[src/logic/afr_pkg.sv]
// shared constants of the alternate function redirect block
package afr_pkg;
	localparam int PIN_COUNT = 40;
	localparam logic [7:0] ADDR_CLOCK_PIN_CONFIG = 8'hA1;
	localparam logic [7:0] ADDR_PORT_ROUTE_SELECT = 8'hA4;
	localparam logic [3:0] PAGE_PORT_ROUTE_SELECT = 4'h0;
	localparam logic [7:0] RESET_CLOCK_PIN_CONFIG = 8'h00;
	localparam logic [7:0] RESET_PORT_ROUTE_SELECT = 8'h00;
	localparam logic [7:0] READ_UNMAPPED = 8'h00;
	// field positions
	localparam int CLOCK_OUT_SEL_LSB = 6;
	localparam int FAST_DRIVE_BIT = 5;
	localparam int TIMER0_SEL_LSB = 6;
	localparam int SERIAL0_SEL_BIT = 3;
	localparam int TWO_WIRE_SEL_LSB = 1;
	// clock-out codes
	localparam logic [1:0] CLOCK_OUT_GPIO = 2'h0;
	localparam logic [1:0] CLOCK_OUT_DIV1 = 2'h1;
	localparam logic [1:0] CLOCK_OUT_DIV2 = 2'h2;
	localparam logic [1:0] CLOCK_OUT_DIV4 = 2'h3;
	// system clock source codes
	localparam logic [1:0] CLK_SRC_HIGH_RC = 2'h0;
	localparam logic [1:0] CLK_SRC_LOW_RC = 2'h1;
	localparam logic [1:0] CLK_SRC_CRYSTAL = 2'h2;
	localparam logic [1:0] CLK_SRC_EXTERNAL = 2'h3;
	// flat pin index: port 0,2,3,4,6 occupy groups 0..4 of eight bits
	localparam logic [5:0] PIN_P0_5 = 6'h05;
	localparam logic [5:0] PIN_P2_2 = 6'h0A;
	localparam logic [5:0] PIN_P2_4 = 6'h0C;
	localparam logic [5:0] PIN_P3_0 = 6'h10;
	localparam logic [5:0] PIN_P3_1 = 6'h11;
	localparam logic [5:0] PIN_P3_4 = 6'h14;
	localparam logic [5:0] PIN_P4_0 = 6'h18;
	localparam logic [5:0] PIN_P4_1 = 6'h19;
	localparam logic [5:0] PIN_P4_4 = 6'h1C;
	localparam logic [5:0] PIN_P4_5 = 6'h1D;
	localparam logic [5:0] PIN_P4_6 = 6'h1E;
	localparam logic [5:0] PIN_P6_0 = 6'h20;
	localparam logic [5:0] PIN_P6_1 = 6'h21;
endpackage

[src/logic/afr_cfg_if.sv]
// routing fields carried from the register file to the pin multiplexer
`timescale 1ns/100ps
interface afr_cfg_if;
	logic [1:0] clockOutSel;
	logic fastDrive;
	logic [1:0] timer0Sel;
	logic serial0Sel;
	logic [1:0] twoWireSel;
	modport regs (output clockOutSel, output fastDrive, output timer0Sel, output serial0Sel,
		output twoWireSel);
	modport mux (input clockOutSel, input fastDrive, input timer0Sel, input serial0Sel,
		input twoWireSel);
endinterface

[src/logic/afr_clock_divider.sv]
// master clock copies at divide by 1, 2 and 4, built from the sampled clock level
`timescale 1ns/100ps
module afr_clock_divider (
	input wire logic sys_clk,
	input wire logic rst_n,
	input wire logic masterClock,
	output logic div1,
	output logic div2,
	output logic div4
);
	logic rise;

	// the master clock is sampled, so it must run below half of sys_clk
	assign rise = masterClock && !div1;

	always_ff @(posedge sys_clk or negedge rst_n)
	begin
		if (!rst_n)
			div1 <= 1'b0;
		else
			div1 <= masterClock;
	end

	always_ff @(posedge sys_clk or negedge rst_n)
	begin
		if (!rst_n)
			div2 <= 1'b0;
		else if (rise)
			div2 <= !div2;
	end

	always_ff @(posedge sys_clk or negedge rst_n)
	begin
		if (!rst_n)
			div4 <= 1'b0;
		else if (rise && div2)
			div4 <= !div4;
	end
endmodule

[src/logic/afr_sfr_regs.sv]
// the two routing registers on the special-function-register bus
`timescale 1ns/100ps
module afr_sfr_regs (
	input wire logic sys_clk,
	input wire logic rst_n,
	input wire logic [7:0] sfrAddr,
	input wire logic [3:0] sfrPage,
	input wire logic sfrWrite,
	input wire logic [7:0] sfrWdata,
	output logic [7:0] sfrRdata,
	afr_cfg_if.regs cfg
);
	logic [7:0] clockPinConfig;
	logic [7:0] portRouteSelect;
	logic routeHit;

	// the route register lives on page 0 only; the clock register on every page
	assign routeHit = (sfrAddr == afr_pkg::ADDR_PORT_ROUTE_SELECT)
		&& (sfrPage == afr_pkg::PAGE_PORT_ROUTE_SELECT);

	always_ff @(posedge sys_clk or negedge rst_n)
	begin
		if (!rst_n)
			clockPinConfig <= afr_pkg::RESET_CLOCK_PIN_CONFIG;
		else if (sfrWrite && sfrAddr == afr_pkg::ADDR_CLOCK_PIN_CONFIG)
			clockPinConfig <= sfrWdata;
	end

	always_ff @(posedge sys_clk or negedge rst_n)
	begin
		if (!rst_n)
			portRouteSelect <= afr_pkg::RESET_PORT_ROUTE_SELECT;
		else if (sfrWrite && routeHit)
			portRouteSelect <= sfrWdata;
	end

	always_ff @(posedge sys_clk or negedge rst_n)
	begin
		if (!rst_n)
			sfrRdata <= afr_pkg::READ_UNMAPPED;
		else if (sfrAddr == afr_pkg::ADDR_CLOCK_PIN_CONFIG)
			sfrRdata <= clockPinConfig;
		else if (routeHit)
			sfrRdata <= portRouteSelect;
		else
			sfrRdata <= afr_pkg::READ_UNMAPPED;
	end

	assign cfg.clockOutSel = clockPinConfig[afr_pkg::CLOCK_OUT_SEL_LSB +: 2];
	assign cfg.fastDrive = clockPinConfig[afr_pkg::FAST_DRIVE_BIT];
	assign cfg.timer0Sel = portRouteSelect[afr_pkg::TIMER0_SEL_LSB +: 2];
	assign cfg.serial0Sel = portRouteSelect[afr_pkg::SERIAL0_SEL_BIT];
	assign cfg.twoWireSel = portRouteSelect[afr_pkg::TWO_WIRE_SEL_LSB +: 2];
endmodule

[src/logic/alternate_function_redirect.sv]
// pin multiplexer routing timer 0, serial 0, two-wire and the clock output to port pads
// Contract
// - clock-out field acts only when an internal rc oscillator clocks the system.
// - crystal mode gives p6.0/p6.1 to crystal; external clock mode uses p6.0 input.
// - clock-out codes: 00 gpio, 01 master clock, 10 divided by 2, 11 by 4.
// - any nonzero clock-out code drives the rc derived clock on p6.0.
// - clock register bit 5 selects fast drive on p6.0.
// - timer 0 pins: 00 p3.4, 01 p4.4, 10 p4.6, 11 p0.5.
// - serial 0 pins: 0 gives p3.0/p3.1, 1 gives p4.4/p4.5.
// - two-wire pins: 00 p4.0/p4.1, 01 p6.0/p6.1, 10 p3.1/p3.0, 11 p2.2/p2.4.
// - routing registers reset to zero so functions sit on default pins.
// - routing changes only on register writes; route register on page 0 only.
// - shared reset pin acts as active-high external reset input.
`timescale 1ns/100ps
module alternate_function_redirect (
	input wire logic sys_clk,
	input wire logic arst_n,
	input wire logic [7:0] sfrAddr,
	input wire logic [3:0] sfrPage,
	input wire logic sfrWrite,
	input wire logic [7:0] sfrWdata,
	output logic [7:0] sfrRdata,
	input wire logic [1:0] clockSource,
	input wire logic masterClock,
	input wire logic pin6_0_output_mode_bit,
	output logic pin6_0_pushPull,
	output logic pin6_0_fast_drive,
	output logic crystal_output,
	output logic crystal_input,
	output logic external_clock_input,
	input wire logic resetPinIn,
	output logic externalResetReq,
	input wire logic [afr_pkg::PIN_COUNT-1:0] gpioOut,
	input wire logic [afr_pkg::PIN_COUNT-1:0] gpioOe,
	input wire logic [afr_pkg::PIN_COUNT-1:0] padIn,
	output logic [afr_pkg::PIN_COUNT-1:0] padOut,
	output logic [afr_pkg::PIN_COUNT-1:0] padOe,
	output logic timer0Input,
	input wire logic timer0_clock_out,
	input wire logic timer0ClockOutEn,
	output logic uart0_receive_pin,
	input wire logic uart0_transmit_pin,
	input wire logic uart0TransmitEn,
	output logic twoWireClockIn,
	input wire logic twoWireClockOut,
	input wire logic twoWireClockOe,
	output logic twoWireDataIn,
	input wire logic twoWireDataOut,
	input wire logic twoWireDataOe
);
	logic rstMeta_n;
	logic rst_n;
	logic div1;
	logic div2;
	logic div4;
	logic internalOsc;
	logic clockOutOn;
	logic clockOutLevel;
	logic [5:0] timer0Pin;
	logic [5:0] rxPin;
	logic [5:0] txPin;
	logic [5:0] twClockPin;
	logic [5:0] twDataPin;
	logic [afr_pkg::PIN_COUNT-1:0] next_padOut;
	logic [afr_pkg::PIN_COUNT-1:0] next_padOe;

	afr_cfg_if cfg ();

	always_ff @(posedge sys_clk or negedge arst_n)
	begin
		if (!arst_n)
		begin
			rstMeta_n <= 1'b0;
			rst_n <= 1'b0;
		end
		else
		begin
			rstMeta_n <= 1'b1;
			rst_n <= rstMeta_n;
		end
	end

	afr_sfr_regs u_regs (
		.sys_clk(sys_clk),
		.rst_n(rst_n),
		.sfrAddr(sfrAddr),
		.sfrPage(sfrPage),
		.sfrWrite(sfrWrite),
		.sfrWdata(sfrWdata),
		.sfrRdata(sfrRdata),
		.cfg(cfg.regs)
	);

	afr_clock_divider u_div (
		.sys_clk(sys_clk),
		.rst_n(rst_n),
		.masterClock(masterClock),
		.div1(div1),
		.div2(div2),
		.div4(div4)
	);

	assign internalOsc = (clockSource == afr_pkg::CLK_SRC_HIGH_RC)
		|| (clockSource == afr_pkg::CLK_SRC_LOW_RC);
	assign clockOutOn = internalOsc && (cfg.clockOutSel != afr_pkg::CLOCK_OUT_GPIO);

	always_comb
	begin
		case (cfg.clockOutSel)
			afr_pkg::CLOCK_OUT_DIV1: clockOutLevel = div1;
			afr_pkg::CLOCK_OUT_DIV2: clockOutLevel = div2;
			afr_pkg::CLOCK_OUT_DIV4: clockOutLevel = div4;
			default: clockOutLevel = 1'b0;
		endcase
	end

	always_comb
	begin
		case (cfg.timer0Sel)
			2'h0: timer0Pin = afr_pkg::PIN_P3_4;
			2'h1: timer0Pin = afr_pkg::PIN_P4_4;
			2'h2: timer0Pin = afr_pkg::PIN_P4_6;
			default: timer0Pin = afr_pkg::PIN_P0_5;
		endcase
	end

	assign rxPin = cfg.serial0Sel ? afr_pkg::PIN_P4_4 : afr_pkg::PIN_P3_0;
	assign txPin = cfg.serial0Sel ? afr_pkg::PIN_P4_5 : afr_pkg::PIN_P3_1;

	always_comb
	begin
		case (cfg.twoWireSel)
			2'h0:
			begin
				twClockPin = afr_pkg::PIN_P4_0;
				twDataPin = afr_pkg::PIN_P4_1;
			end
			2'h1:
			begin
				twClockPin = afr_pkg::PIN_P6_0;
				twDataPin = afr_pkg::PIN_P6_1;
			end
			2'h2:
			begin
				twClockPin = afr_pkg::PIN_P3_1;
				twDataPin = afr_pkg::PIN_P3_0;
			end
			default:
			begin
				twClockPin = afr_pkg::PIN_P2_2;
				twDataPin = afr_pkg::PIN_P2_4;
			end
		endcase
	end

	// later overrides win: timer, serial, two-wire, clock out, then oscillator pins
	always_comb
	begin
		next_padOut = gpioOut;
		next_padOe = gpioOe;
		if (timer0ClockOutEn)
		begin
			next_padOut[timer0Pin] = timer0_clock_out;
			next_padOe[timer0Pin] = 1'b1;
		end
		if (uart0TransmitEn)
		begin
			next_padOut[txPin] = uart0_transmit_pin;
			next_padOe[txPin] = 1'b1;
		end
		next_padOut[twClockPin] = twoWireClockOut;
		next_padOe[twClockPin] = twoWireClockOe;
		next_padOut[twDataPin] = twoWireDataOut;
		next_padOe[twDataPin] = twoWireDataOe;
		if (clockOutOn)
		begin
			next_padOut[afr_pkg::PIN_P6_0] = clockOutLevel;
			next_padOe[afr_pkg::PIN_P6_0] = 1'b1;
		end
		if (clockSource == afr_pkg::CLK_SRC_CRYSTAL)
		begin
			next_padOe[afr_pkg::PIN_P6_0] = 1'b0;
			next_padOe[afr_pkg::PIN_P6_1] = 1'b0;
		end
		if (clockSource == afr_pkg::CLK_SRC_EXTERNAL)
			next_padOe[afr_pkg::PIN_P6_0] = 1'b0;
	end

	always_ff @(posedge sys_clk or negedge rst_n)
	begin
		if (!rst_n)
		begin
			padOut <= '0;
			padOe <= '0;
		end
		else
		begin
			padOut <= next_padOut;
			padOe <= next_padOe;
		end
	end

	always_ff @(posedge sys_clk or negedge rst_n)
	begin
		if (!rst_n)
		begin
			timer0Input <= 1'b0;
			uart0_receive_pin <= 1'b1;
			twoWireClockIn <= 1'b1;
			twoWireDataIn <= 1'b1;
		end
		else
		begin
			timer0Input <= padIn[timer0Pin];
			uart0_receive_pin <= padIn[rxPin];
			twoWireClockIn <= padIn[twClockPin];
			twoWireDataIn <= padIn[twDataPin];
		end
	end

	always_ff @(posedge sys_clk or negedge rst_n)
	begin
		if (!rst_n)
		begin
			crystal_output <= 1'b0;
			crystal_input <= 1'b0;
			external_clock_input <= 1'b0;
		end
		else
		begin
			crystal_output <= (clockSource == afr_pkg::CLK_SRC_CRYSTAL);
			crystal_input <= (clockSource == afr_pkg::CLK_SRC_CRYSTAL)
				&& padIn[afr_pkg::PIN_P6_1];
			external_clock_input <= (clockSource == afr_pkg::CLK_SRC_EXTERNAL)
				&& padIn[afr_pkg::PIN_P6_0];
		end
	end

	// output mode stays software's; the block only forwards the mode bit
	always_ff @(posedge sys_clk or negedge rst_n)
	begin
		if (!rst_n)
		begin
			pin6_0_pushPull <= 1'b0;
			pin6_0_fast_drive <= 1'b0;
			externalResetReq <= 1'b0;
		end
		else
		begin
			pin6_0_pushPull <= pin6_0_output_mode_bit;
			pin6_0_fast_drive <= cfg.fastDrive;
			externalResetReq <= resetPinIn;
		end
	end
endmodule

[config.mk]
export PLATFORM = sky130hd
export DESIGN_NAME = alternate_function_redirect
export DESIGN_NICKNAME = d
export VERILOG_FILES = /design/src/logic/afr_pkg.sv /design/src/logic/afr_cfg_if.sv /design/src/logic/afr_clock_divider.sv /design/src/logic/afr_sfr_regs.sv /design/src/logic/alternate_function_redirect.sv
export SDC_FILE = /design/constraint.sdc
export NUM_CORES = 1
export LEC_CHECK = 0
export ABC_AREA = 0
export BUFFER_PORTS_ARGS = -buffer_cell sky130_fd_sc_hd__buf_2
export CAP_MARGIN = 20
export CORE_MARGIN = 2
export CORE_UTILIZATION = 50
export DETAILED_ROUTE_END_ITERATION = 6
export PLACE_DENSITY_LB_ADDON = 0.2
export SLEW_MARGIN = 20
export SYNTH_ARGS = -nofsm -noshare
export SYNTH_HDL_FRONTEND = slang
export SYNTH_SLANG_ARGS = --single-unit
[constraint.sdc]
create_clock -name sys_clk -period 5.7 [get_ports sys_clk]
set_input_delay 0.285 -clock sys_clk [delete_from_list [all_inputs] [get_ports sys_clk]]
set_output_delay 0.285 -clock sys_clk [all_outputs]
set_load 0.05 [all_outputs]
==> impl_metrics.sql, run 1 <==
INSERT INTO impl_metrics (metric_group, metric, value, unit) VALUES
('route', 'detail_route.wl_per_cell', '17.9', 'µm'),
('synthesis', 'synth_cells', '401', ''),
('final_layout', 'synthToLayoutAreaGrowth', '45.8', '%'),
('critical_path', 'timing.critical_path.to_type', 'register', ''),
('outcome', 'run_status', 'finished, final reports clean', ''),
('route', 'drt_pre_antenna_iters', '4', ''),
('clocking', 'clock_sink_count', '119', ''),
('critical_path', 'critPathTopFamily', 'adder cells', ''),
('clocking', 'tritoncts', 'built', ''),
('route', 'drt_drc_violations_left', '0', ''),
('power', 'pwr-share-seq', '0.401', ''),
('final_layout', 'layoutNonFillerInstCount', '835', ''),
('floorplanning', 'core', '10100', 'µm²'),
('power', 'switchingPower', '600', 'µW'),
('sta', 'period_minus_slack', '2.44', 'ns'),
('critical_path', 'critical_path.n_buffers_inverters', '1', ''),
('clocking', 'cts_root_buffer', 'clkbuf_8', ''),
('sta', 'finalHoldViolations', '0', ''),
('clocking', 'cts_inserted_buffers', '17', ''),
('synthesis', 'synth_top_family_by_area', 'multiplexers', ''),
('worst_hold_path', 'min_path_cells', '2', ''),
('global_routing', 'grt_start_max_net_pins', '71', ''),
('synthesis', 'multiplexer_share_of_the_synthesized_area', '0.194', ''),
('worst_hold_path', 'hold_path_end', 'padOe[26]', ''),
('power', 'leakagePower', '3.69', 'nW'),
('power', 'power.share.combinational', '0.138', ''),
('critical_path', 'reg2reg_slack', '3.26', 'ns'),
('synthesis', 'synthesis.nets', '569', ''),
('clocking', 'clk_transition_reported_paths', '0.06', 'ns'),
('floorplanning', 'die_width', '105', 'µm'),
('final_layout', 'layout_cell_share_with_drive_strength_beyond_1', '0.492', ''),
('sta', 'fin_tns_setup', '0', 'ns'),
('floorplanning', 'row_count', '37', ''),
('clocking', 'clk_latency', '0.51', 'ns'),
('synthesis', 'mappedNetlistArea', '5140', 'µm²'),
('floorplanning', 'floorplan.initialDensity', '0.507', ''),
('place', 'port-buffer-count', '240', ''),
('synthesis', 'yosys_warnings', '0', ''),
('synthesis', 'average_footprint_of_a_synthesized_cell', '12.8', 'µm²'),
('critical_path', 'cp_cell_sequence', 'inv_1 > ha_1 > mux4_2 > nor2_1 > a2111oi_0 > a221o_1', ''),
('final_layout', 'filler_cell_count', '710', ''),
('sta', 'worstMarginPinSlew', '0.937', 'ns'),
('critical_path', 'timing.rr.end', 'twoWireDataIn', ''),
('critical_path', 'worst-path-max-fanout', '17', ''),
('place', 'place_ws', '3.31', 'ns'),
('synthesis', 'synth_enable_flop_cells', '0', ''),
('route', 'route.final.wire_length', '14900', 'µm'),
('critical_path', 'crit_path_top_delay_cell', 'ha_1', ''),
('global_routing', 'first_global_vias', '4524', ''),
('synthesis', 'synth-async-reset-ratio', '1.00', ''),
('synthesis', 'synth_sequential_area_ratio', '0.580', ''),
('power', 'powerDensity', '304', 'nW/µm²'),
('sta', 'grt_setup_unrepaired', 'no', ''),
('clocking', 'cts_max_path_buffers', '2', ''),
('sta', 'timing.final.crit_share', '0.428', ''),
('critical_path', 'critical_path_class', 'reg -> reg', ''),
('flow_run', 'max_cap_violations', '0', ''),
('final_layout', 'seq_area', '2990', 'µm²'),
('route', 'dr_vias', '4299', ''),
('clocking', 'h_tree_levels', '4', ''),
('sta', 'maxSlewHeadroom', '0.375', ''),
('worst_hold_path', 'worst_hold_check_path_type', 'in -> reg', ''),
('floorplanning', 'ios', '254', ''),
('sta', 'max_clock_freq', '410', 'MHz'),
('synthesis', 'synth.distinct_cells', '45', ''),
('final_layout', 'final_cell_mix', 'buf_2 (240), dfrtp_1 (115), mux2_2 (52), dlygate4sd3_1 (49), nand2_1 (37)', ''),
('worst_hold_path', 'hold_start', 'gpioOe[26]', ''),
('global_routing', 'gr-total-overflow', '0', ''),
('final_layout', 'final_common_cell', 'buf_2', ''),
('critical_path', 'setup.worst_path.start_class', 'register', ''),
('power', 'switching_share', '0.263', '');
## area by class of cell
| type | count | share of cell area |
|---|---|---|
| inverters | 7 | 0.00350 |
| clock buffers | 19 | 0.0576 |
| repair buffers | 290 | 0.227 |
| multi-input cells | 251 | 0.271 |
| well taps | 136 | 0.0227 |
| flip-flops and latches | 119 | 0.398 |
| clock inverters | 13 | 0.0205 |
## power groups by stage
stage,logic [mW],registers (mW),clock network [mW]
floorplan,0.0560,1.05,0
global placement,0.282,0.927,0
detailed placement,0.287,0.929,0
CTS,0.315,0.915,1.06
global route,0.334,0.921,1.10
finish,0.315,0.915,1.05
## layer usage
layer / vias up / track usage / part of all wire
met2: 184 / 0.482 / 0.53
li1: 1981 / - / -
met3: 30 / 0.0798 / 0.068
met4: 0 / 0.109 / 0.026
met1: 2104 / 0.307 / 0.38
met5: - / 0 / 0
## cell usage after synthesis (7+ instances only)
library cell	instances	area (µm²)
dfrtp_1	116	2900
mux2_2	52	586
nand2_1	37	139
mux2i_1	20	200
nor2_1	19	71.3
clkbuf_1	17	63.8
a21oi_1	14	70.1
nand2b_1	13	81.3
ha_1	12	150
nand3_1	9	45.0
a22o_1	8	70.1
mux2_4	8	120
o21ai_0	8	40.0
inv_1	7	26.3
## registers in the layout, summed over array words and instances (netlist names), 8 cells and up
name                    flops
u_regs.clockPinConfig       8
u_regs.portRouteSelect      8
padOut                     40
padOe                      40
u_regs.sfrRdata             8
## logic make-up after synthesis
logic type	count (synthesis)
AOI/OAI and AO/OA	45
xor gates and xnor gates	2
adders and majority gates	12
buffers and inverters	31
DFF	119
muxes	84
other	1
and+or+nand+nor	107
## worst register-to-register path: cells and delay by family (launching register included)
| kind | cells | cell delay (ns) |
|---|---|---|
| buf+inv | 1 | 0.14 |
| fa+ha+maj | 1 | 0.77 |
| flops | 1 | 0.48 |
| simple gates | 1 | 0.04 |
| compound gates | 2 | 0.62 |
| mux | 1 | 0.34 |
## worst max path at each step
stage | startpoint | endpoint | slack (ns) | cells past startpoint
after floorplan | rst_n | crystal_input | 2.14 | 0
after global placement | u_regs.portRouteSelect[1] | twoWireDataIn | 3.37 | 6
after detailed placement | u_regs.portRouteSelect[1] | twoWireDataIn | 3.31 | 6
after CTS | u_regs.portRouteSelect[1] | twoWireDataIn | 3.30 | 6
after global routing | u_regs.portRouteSelect[2] | padOut[1] | 3.11 | 6
final | u_regs.portRouteSelect[1] | twoWireDataIn | 3.26 | 6
## per-stage QoR
| step | area, µm² | util | hold WS (ns) | power, mW |
|---|---|---|---|---|
| detailed placement | 6420 | 0.633 | 0.0711 | 1.22 |
| global placement | 6420 | 0.633 | 0.0711 | 1.21 |
| global route | 7500 | 0.740 | 0.00326 | 2.36 |
| floorplan | 5140 | - | -0.0106 | 1.11 |
| CTS | 7490 | 0.739 | 0.000945 | 2.29 |
| finish | 7500 | 0.740 | 0.0178 | 2.28 |
## what timing repair did
item | CTS | global route
endpoints found under the hold margin | 49 | 1
hold buffers | 48 | 1
setup buffers | 0 | 0
resized for setup | 0 | 0
Note: power is estimated with default switching activity, not from simulation.
==> run 2, diff against run 1 <==
CORE_UTILIZATION = 42   (was 50)
clock period = 2.1 ns   (was 5.7 ns; I/O delays follow)
==> run 2 against run 1 <==
  * Via count increased by 3.1%
  * Critical path type unchanged
  * Maximum frequency up 20%
  * Cell area up 9.2%
  * Clock power rose to 3.0 times the previous value
  * Register-to-register slack worse by 3.2 ns
  * Worst hold slack better by 0.0016 ns
  * Count of clock-buffer cells in the layout up 2
  * Power rose to 2.9 times the previous value
  * Utilization decreased by 5.5 points
==> impl_metrics.sql, run 2 (synthesis gave the netlist of run 1 again) <==
INSERT INTO impl_metrics (metric_group, metric, value, unit) VALUES
('floorplanning', 'fp.dieArea', '13100', 'µm²'),
('sta', 'finalHoldViolations', '0', ''),
('place', 'detailed_place_hpwl', '10200', 'µm'),
('critical_path', 'setup.worst_path.end', 'twoWireDataIn', ''),
('sta', 'worstMarginPinSlew', '0.605', 'ns'),
('clocking', 'clock_sink_count', '119', ''),
('critical_path', 'crit_path_top_delay_cell', 'or3b_2', ''),
('final_layout', 'final_cell_mix', 'buf_2 (240), dfrtp_1 (114), dlygate4sd3_1 (92), mux2_2 (52), nand2_1 (37)', ''),
('route', 'drt_drc_violations_left', '0', ''),
('critical_path', 'reg2reg_slack', '0.07', 'ns'),
('critical_path', 'worstPathArrival', '2.36', 'ns'),
('critical_path', 'critical_path_class', 'reg -> reg', ''),
('sta', 'period_minus_slack', '2.03', 'ns'),
('power', 'power.share.combinational', '0.142', ''),
('place', 'port-buffer-count', '240', ''),
('final_layout', 'final_net_count', '915', ''),
('power', 'largest_vdd_supply_drop', '0.441', 'mV'),
('route', 'via_count_normalized_by_instance_count', '4.88', ''),
('power', 'intPower', '4.90', 'mW'),
('final_layout', 'synthToLayoutAreaGrowth', '59.2', '%'),
('clocking', 'cts_root_buffer', 'clkbuf_16', ''),
('power', 'pwr-share-seq', '0.378', ''),
('place', 'place_area', '6600', 'µm²'),
('global_routing', 'grt_start_max_net_pins', '45', ''),
('final_layout', 'seq_area', '2990', 'µm²'),
('place', 'rd_place_congestion', '0.783', ''),
('global_routing', 'number_of_antenna_violations_at_the_first_check_in_global_routing', '1', ''),
('sta', 'clock-skew-final', '0.0153', 'ns'),
('sta', 'fin_tns_setup', '0', 'ns'),
('power', 'clkPwrFrac', '0.480', ''),
('global_routing', 'global_route.usage.total', '0.235', ''),
('sta', 'max_clock_freq', '493', 'MHz'),
('critical_path', 'setup.worst_path.start_class', 'register', ''),
('critical_path', 'worst-path-max-fanout', '6', ''),
('floorplanning', 'core', '12000', 'µm²'),
('floorplanning', 'die_span_in_y', '115', 'µm'),
('clocking', 'clk_latency', '0.42', 'ns'),
('floorplanning', 'ios', '254', ''),
('final_layout', 'reg_top3', 'padOe x40, padOut x40', ''),
('critical_path', 'timing.critical_path.slowest_cell_delay', '0.54', 'ns'),
('power', 'leakagePower', '4.00', 'nW'),
('floorplanning', 'floorplan.initialDensity', '0.430', ''),
('power', 'switchingPower', '1.65', 'mW'),
('route', 'dr_vias', '4434', ''),
('final_layout', 'final_util', '0.685', ''),
('global_routing', 'first_global_vias', '4793', ''),
('critical_path', 'timing.critical_path.to_type', 'register', ''),
('sta', 'hold-worst-slack', '0.0193', 'ns'),
('critical_path', 'worst-path-stages', '6', ''),
('power', 'switching_share', '0.252', ''),
('critical_path', 'cp_data_required_time', '2.44', 'ns'),
('floorplanning', 'row_count', '40', ''),
('worst_hold_path', 'worst_hold_check_path_type', 'in -> reg', ''),
('outcome', 'run_status', 'finished, final reports clean', ''),
('critical_path', 'timing.rr.end', 'twoWireDataIn', ''),
('global_routing', 'gr-total-overflow', '0', ''),
('critical_path', 'cp_cell_sequence', 'inv_1 > ha_1 > or3b_2 > o221ai_1 > a2111oi_2 > a221o_1', ''),
('critical_path', 'critical_path.n_buffers_inverters', '1', ''),
('route', 'detail_route.wl_per_cell', '16.5', 'µm'),
('final_layout', 'area_taken_by_multi_input_logic_gates', '2050', 'µm²'),
('critical_path', 'critPathTopFamily', 'compound AO/OA/AOI/OAI gates', ''),
('clocking', 'cts_max_path_buffers', '2', ''),
('flow_run', 'max_cap_violations', '0', ''),
('clocking', 'tritoncts', 'built', ''),
('route', 'detailedRoute.firstIterationViolations', '219', ''),
('final_layout', 'filler_cell_count', '890', ''),
('power', 'powerDensity', '800', 'nW/µm²'),
('sta', 'slew_viol_final', '0', ''),
('floorplanning', 'die_width', '115', 'µm'),
('final_layout', 'layout_cell_share_with_drive_strength_beyond_1', '0.484', ''),
('sta', 'maxSlewHeadroom', '0.595', ''),
('route', 'route.final.wire_length', '15000', 'µm'),
('route', 'final_antenna_violating_net_count', '0', ''),
('global_routing', 'grt_pass1_wl', '23400', 'µm'),
('sta', 'timing.final.crit_share', '0.965', ''),
('route', 'drt_pre_antenna_iters', '4', ''),
('critical_path', 'cp-startpoint', 'u_regs.portRouteSelect[1]', ''),
('sta', 'finalSetupViolations', '0', ''),
('critical_path', 'r2r.worst_path.cells', '6', ''),
('critical_path', 'rr_startpoint', 'u_regs.portRouteSelect[1]', ''),
('final_layout', 'final_common_cell', 'buf_2', ''),
('clocking', 'cts_inserted_buffers', '17', ''),
('clocking', 'clk_transition_reported_paths', '0.06', 'ns'),
('clocking', 'h_tree_levels', '4', ''),
('final_layout', 'final_design_area_no_fill', '8190', 'µm²');
==> run 2: cell types whose count changed in the layout (fill, tap and decap cells not counted), moves of 2 or more <==
| cell | previous run | this run |
|---|---|---|
| dlygate4sd3_1 | 49 | 92 |
| clkinv_2 | 5 | 2 |
| buf_4 | 1 | 17 |
| buf_12 | 0 | 2 |
| clkbuf_8 | 2 | 4 |
==> run 2: worst min-delay path by stage <==
stage           startpoint         end  cells after the start
2_1_floorplan       arst_n   rstMeta_n                      0
3_3_place_gp        arst_n   rstMeta_n                      1
3_5_place_dp        arst_n   rstMeta_n                      1
4_1_cts         gpioOut[8]   padOut[8]                      3
5_1_grt        gpioOut[20]  padOut[20]                      3
6_report       gpioOut[33]  padOut[33]                      3
==> run 2: through the flow <==
| step | power [mW] | setup slack, ns | instances |
|---|---|---|---|
| after floorplan | 3.01 | 0.116 | 401 |
| after global placement | 3.29 | 0.129 | 783 |
| after detailed placement | 3.31 | 0.0456 | 783 |
| after CTS | 6.59 | 0.0432 | 907 |
| after global routing | 6.78 | -0.0233 | 908 |
| final | 6.55 | 0.0734 | 908 |
==> run 2: final cells by class <==
cell class                 count  area share
multi-input combinational    251       0.250
antenna                        1    0.000306
timing repair buffer         351       0.280
tap                          147      0.0225
inverter                       7     0.00321
clock inverter                11      0.0206
sequential                   119       0.365
clock buffer                  21      0.0587
==> run 2: power by group through the flow <==
stage               combinational, mW  clock (mW)  sequential [mW]
floorplan                       0.152           0             2.85
global placement                0.780           0             2.51
detailed placement              0.796           0             2.51
CTS                             0.928        3.18             2.48
global route                    0.988        3.30             2.49
finish                          0.930        3.14             2.48
==> run 2: layer usage <==
layer / wire [µm] / global-route usage / vias up
met3: 857 / 0.0635 / 34
li1: - / - / 2102
met2: 7720 / 0.406 / 175
met5: 0 / 0 / -
met1: 5920 / 0.267 / 2123
met4: 506 / 0.119 / 0
==> run 2: tightest hold or removal path, stage by stage <==
cell     delay (ns)
buf_2          0.08
mux2i_1        0.06
o21ai_0        0.15
==> run 2: repair_timing <==
action | in CTS | in global routing
hold endpoints to repair | 99 | 0
setup buffers | 0 | 0
hold buffers | 92 | 0
resized for setup | 0 | 6
endpoints found under the setup margin | 0 | 1
==> run 3, diff against run 2 <==
clock period = 1.8 ns   (was 2.1 ns; I/O delays follow)
==> run 3 against run 2 <==
  * Register-to-register slack hardly changed
  * Critical endpoint unchanged
  * Non-clock buffer count is 20 higher
  * Final cell count is 2.2% higher
  * Highest routed layer unchanged
  * First-iteration DRC count is 19% higher
  * Maximum frequency is 17% higher
  * Worst setup slack worse by 0.012 ns
  * Worst hold slack better by 0.017 ns
  * Sequential cell count stayed put
  * Power is 12% higher
  * Count of clock-buffer cells in the layout is 3 lower
  * Clock power is 6% higher
==> impl_metrics.sql, run 3 (synthesis gave the netlist of run 1 again) <==
INSERT INTO impl_metrics (metric_group, metric, value, unit) VALUES
('final_layout', 'final_cell_mix', 'buf_2 (240), dfrtp_1 (113), dlygate4sd3_1 (97), mux2_2 (52), nand2_1 (36)', ''),
('clocking', 'cts_root_buffer', 'clkbuf_16', ''),
('place', 'port-buffer-count', '240', ''),
('global_routing', 'gr-total-overflow', '0', ''),
('route', 'dr_vias', '4561', ''),
('route', 'final_antenna_violating_net_count', '0', ''),
('clocking', 'h_tree_levels', '4', ''),
('clocking', 'clock_sink_count', '119', ''),
('clocking', 'tritoncts', 'built', ''),
('clocking', 'clk_latency', '0.41', 'ns'),
('floorplanning', 'floorplan.initialDensity', '0.430', ''),
('floorplanning', 'ios', '254', ''),
('critical_path', 'cp_data_required_time', '2.14', 'ns'),
('sta', 'max_clock_freq', '575', 'MHz'),
('floorplanning', 'fp.dieArea', '13100', 'µm²'),
('clocking', 'cts_max_path_buffers', '2', ''),
('critical_path', 'critical_path_class', 'reg -> reg', ''),
('sta', 'finalWorstSetupSlack', '0.0615', 'ns'),
('final_layout', 'synthToLayoutAreaGrowth', '61.9', '%'),
('final_layout', 'final_common_cell', 'buf_2', ''),
('sta', 'period_minus_slack', '1.74', 'ns'),
('route', 'via_count_normalized_by_instance_count', '4.91', ''),
('final_layout', 'final_net_count', '935', ''),
('flow_run', 'max_cap_violations', '0', ''),
('power', 'powerDensity', '878', 'nW/µm²'),
('critical_path', 'cp_cell_sequence', 'inv_4 > ha_4 > mux4_2 > nor2_1 > a2111oi_1 > a221o_1', ''),
('place', 'place_ws', '-0.0325', 'ns'),
('final_layout', 'seq_area', '2990', 'µm²'),
('route', 'detailedRoute.firstIterationViolations', '261', ''),
('final_layout', 'area_taken_by_multi_input_logic_gates', '2090', 'µm²'),
('sta', 'grt_setup_unrepaired', 'yes', ''),
('critical_path', 'crit_path_top_delay_cell', 'mux4_2', ''),
('route', 'route.final.wire_length', '15400', 'µm'),
('route', 'detail_route.wl_per_cell', '16.6', 'µm'),
('route', 'drt_drc_violations_left', '0', ''),
('critical_path', 'timing.critical_path.to_type', 'register', ''),
('global_routing', 'grt_start_max_net_pins', '118', ''),
('critical_path', 'worstPathArrival', '2.08', 'ns'),
('power', 'leakagePower', '4.08', 'nW'),
('clocking', 'cts_inserted_buffers', '17', ''),
('power', 'largest_vdd_supply_drop', '0.563', 'mV'),
('outcome', 'run_status', 'finished, final reports clean', ''),
('place', 'post-place-cells', '797', ''),
('clocking', 'clk_transition_reported_paths', '0.05', 'ns'),
('place', 'rd_place_congestion', '0.833', ''),
('sta', 'hold-worst-slack', '0.0366', 'ns'),
('global_routing', 'number_of_antenna_violations_at_the_first_check_in_global_routing', '1', ''),
('sta', 'fin_tns_setup', '0', 'ns'),
('final_layout', 'filler_cell_count', '856', ''),
('critical_path', 'timing.critical_path.slowest_cell_delay', '0.50', 'ns'),
('floorplanning', 'die_span_in_y', '115', 'µm'),
('critical_path', 'setup.worst_path.start_class', 'register', ''),
('sta', 'worstMarginPinSlew', '0.681', 'ns'),
('floorplanning', 'die_width', '115', 'µm'),
('sta', 'maxSlewHeadroom', '0.546', ''),
('global_routing', 'global_route.usage.total', '0.238', ''),
('sta', 'finalHoldViolations', '0', ''),
('floorplanning', 'core', '12000', 'µm²'),
('sta', 'finalSetupViolations', '0', ''),
('sta', 'slew_viol_final', '0', ''),
('final_layout', 'layoutNonFillerInstCount', '928', ''),
('worst_hold_path', 'worst_hold_check_path_type', 'in -> reg', ''),
('sta', 'timing.final.crit_share', '0.966', ''),
('global_routing', 'grt_pass1_wl', '23400', 'µm'),
('critical_path', 'worst-path-max-fanout', '6', ''),
('floorplanning', 'row_count', '40', ''),
('place', 'detailed_place_hpwl', '10200', 'µm'),
('sta', 'clock-skew-final', '0.00565', 'ns'),
('global_routing', 'first_global_vias', '4753', ''),
('route', 'drt_pre_antenna_iters', '4', ''),
('final_layout', 'layout_cell_share_with_drive_strength_beyond_1', '0.500', ''),
('final_layout', 'reg_top3', 'padOe x40, padOut x40', '');
==> run 3: layout make-up <==
cell class	count	area share
sequential	119	0.359
timing repair buffer	371	0.293
clock buffer	18	0.0527
clock inverter	14	0.0180
inverter	7	0.00376
antenna	1	0.000301
multi-input combinational	251	0.251
tap	147	0.0221
==> run 3: metal layers <==
metal / wire (µm) / up-vias / part of all wire / global-route usage
met4: 463 / 0 / 0.030 / 0.108
met1: 6010 / 2211 / 0.39 / 0.267
li1: - / 2144 / - / -
met3: 894 / 37 / 0.058 / 0.0561
met5: 0 / - / 0 / 0
met2: 8050 / 169 / 0.52 / 0.428
==> run 3: metrics by stage <==
step           power (mW)  instance area (µm²)   util
2_1_floorplan        3.51                 5160      -
3_3_place_gp         3.84                 6700  0.560
3_5_place_dp         3.86                 6700  0.560
4_1_cts              7.35                 8260  0.690
5_1_grt              7.56                 8330  0.696
6_report             7.31                 8330  0.696
==> run 3: final timing paths <==
check | startpoint | to | slack, ns | cells past startpoint
min reg2reg | rst_n | padOe[34] | 0.35 | 1
max in group asynchronous | rst_n | padOe[11] | 0.88 | 1
max reg2reg | u_regs.portRouteSelect[1] | twoWireDataIn | 0.06 | 6
min in group asynchronous | rst_n | padOe[34] | 0.35 | 1
max | u_regs.portRouteSelect[1] | twoWireDataIn | 0.06 | 6
min | padIn[12] | twoWireDataIn | 0.04 | 4
==> run 3: repair_timing <==
item,4_1_cts,5_1_grt
pin swaps,0,1
hold buffers,97,0
endpoints found under the setup margin,2,9
buffers inserted,0,1
hold endpoints to repair,103,0
resized for setup,1,14
==> run 3: power by group <==
group | total (mW) | internal [mW] | switching, mW
logic | 1.11 | 0.439 | 0.667
clock network | 3.33 | 2.08 | 1.25
registers | 2.88 | 2.82 | 0.0566
==> run 3: worst max-delay path, delay by kind of cell, from the launching register on <==
| kind | cells | cell delay [ns] |
|---|---|---|
| and+or+nand+nor | 1 | 0.10 |
| buffers and inverters | 1 | 0.10 |
| DFF | 1 | 0.45 |
| AOI/OAI and AO/OA | 2 | 0.33 |
| muxes | 1 | 0.50 |
| adders and majority gates | 1 | 0.17 |
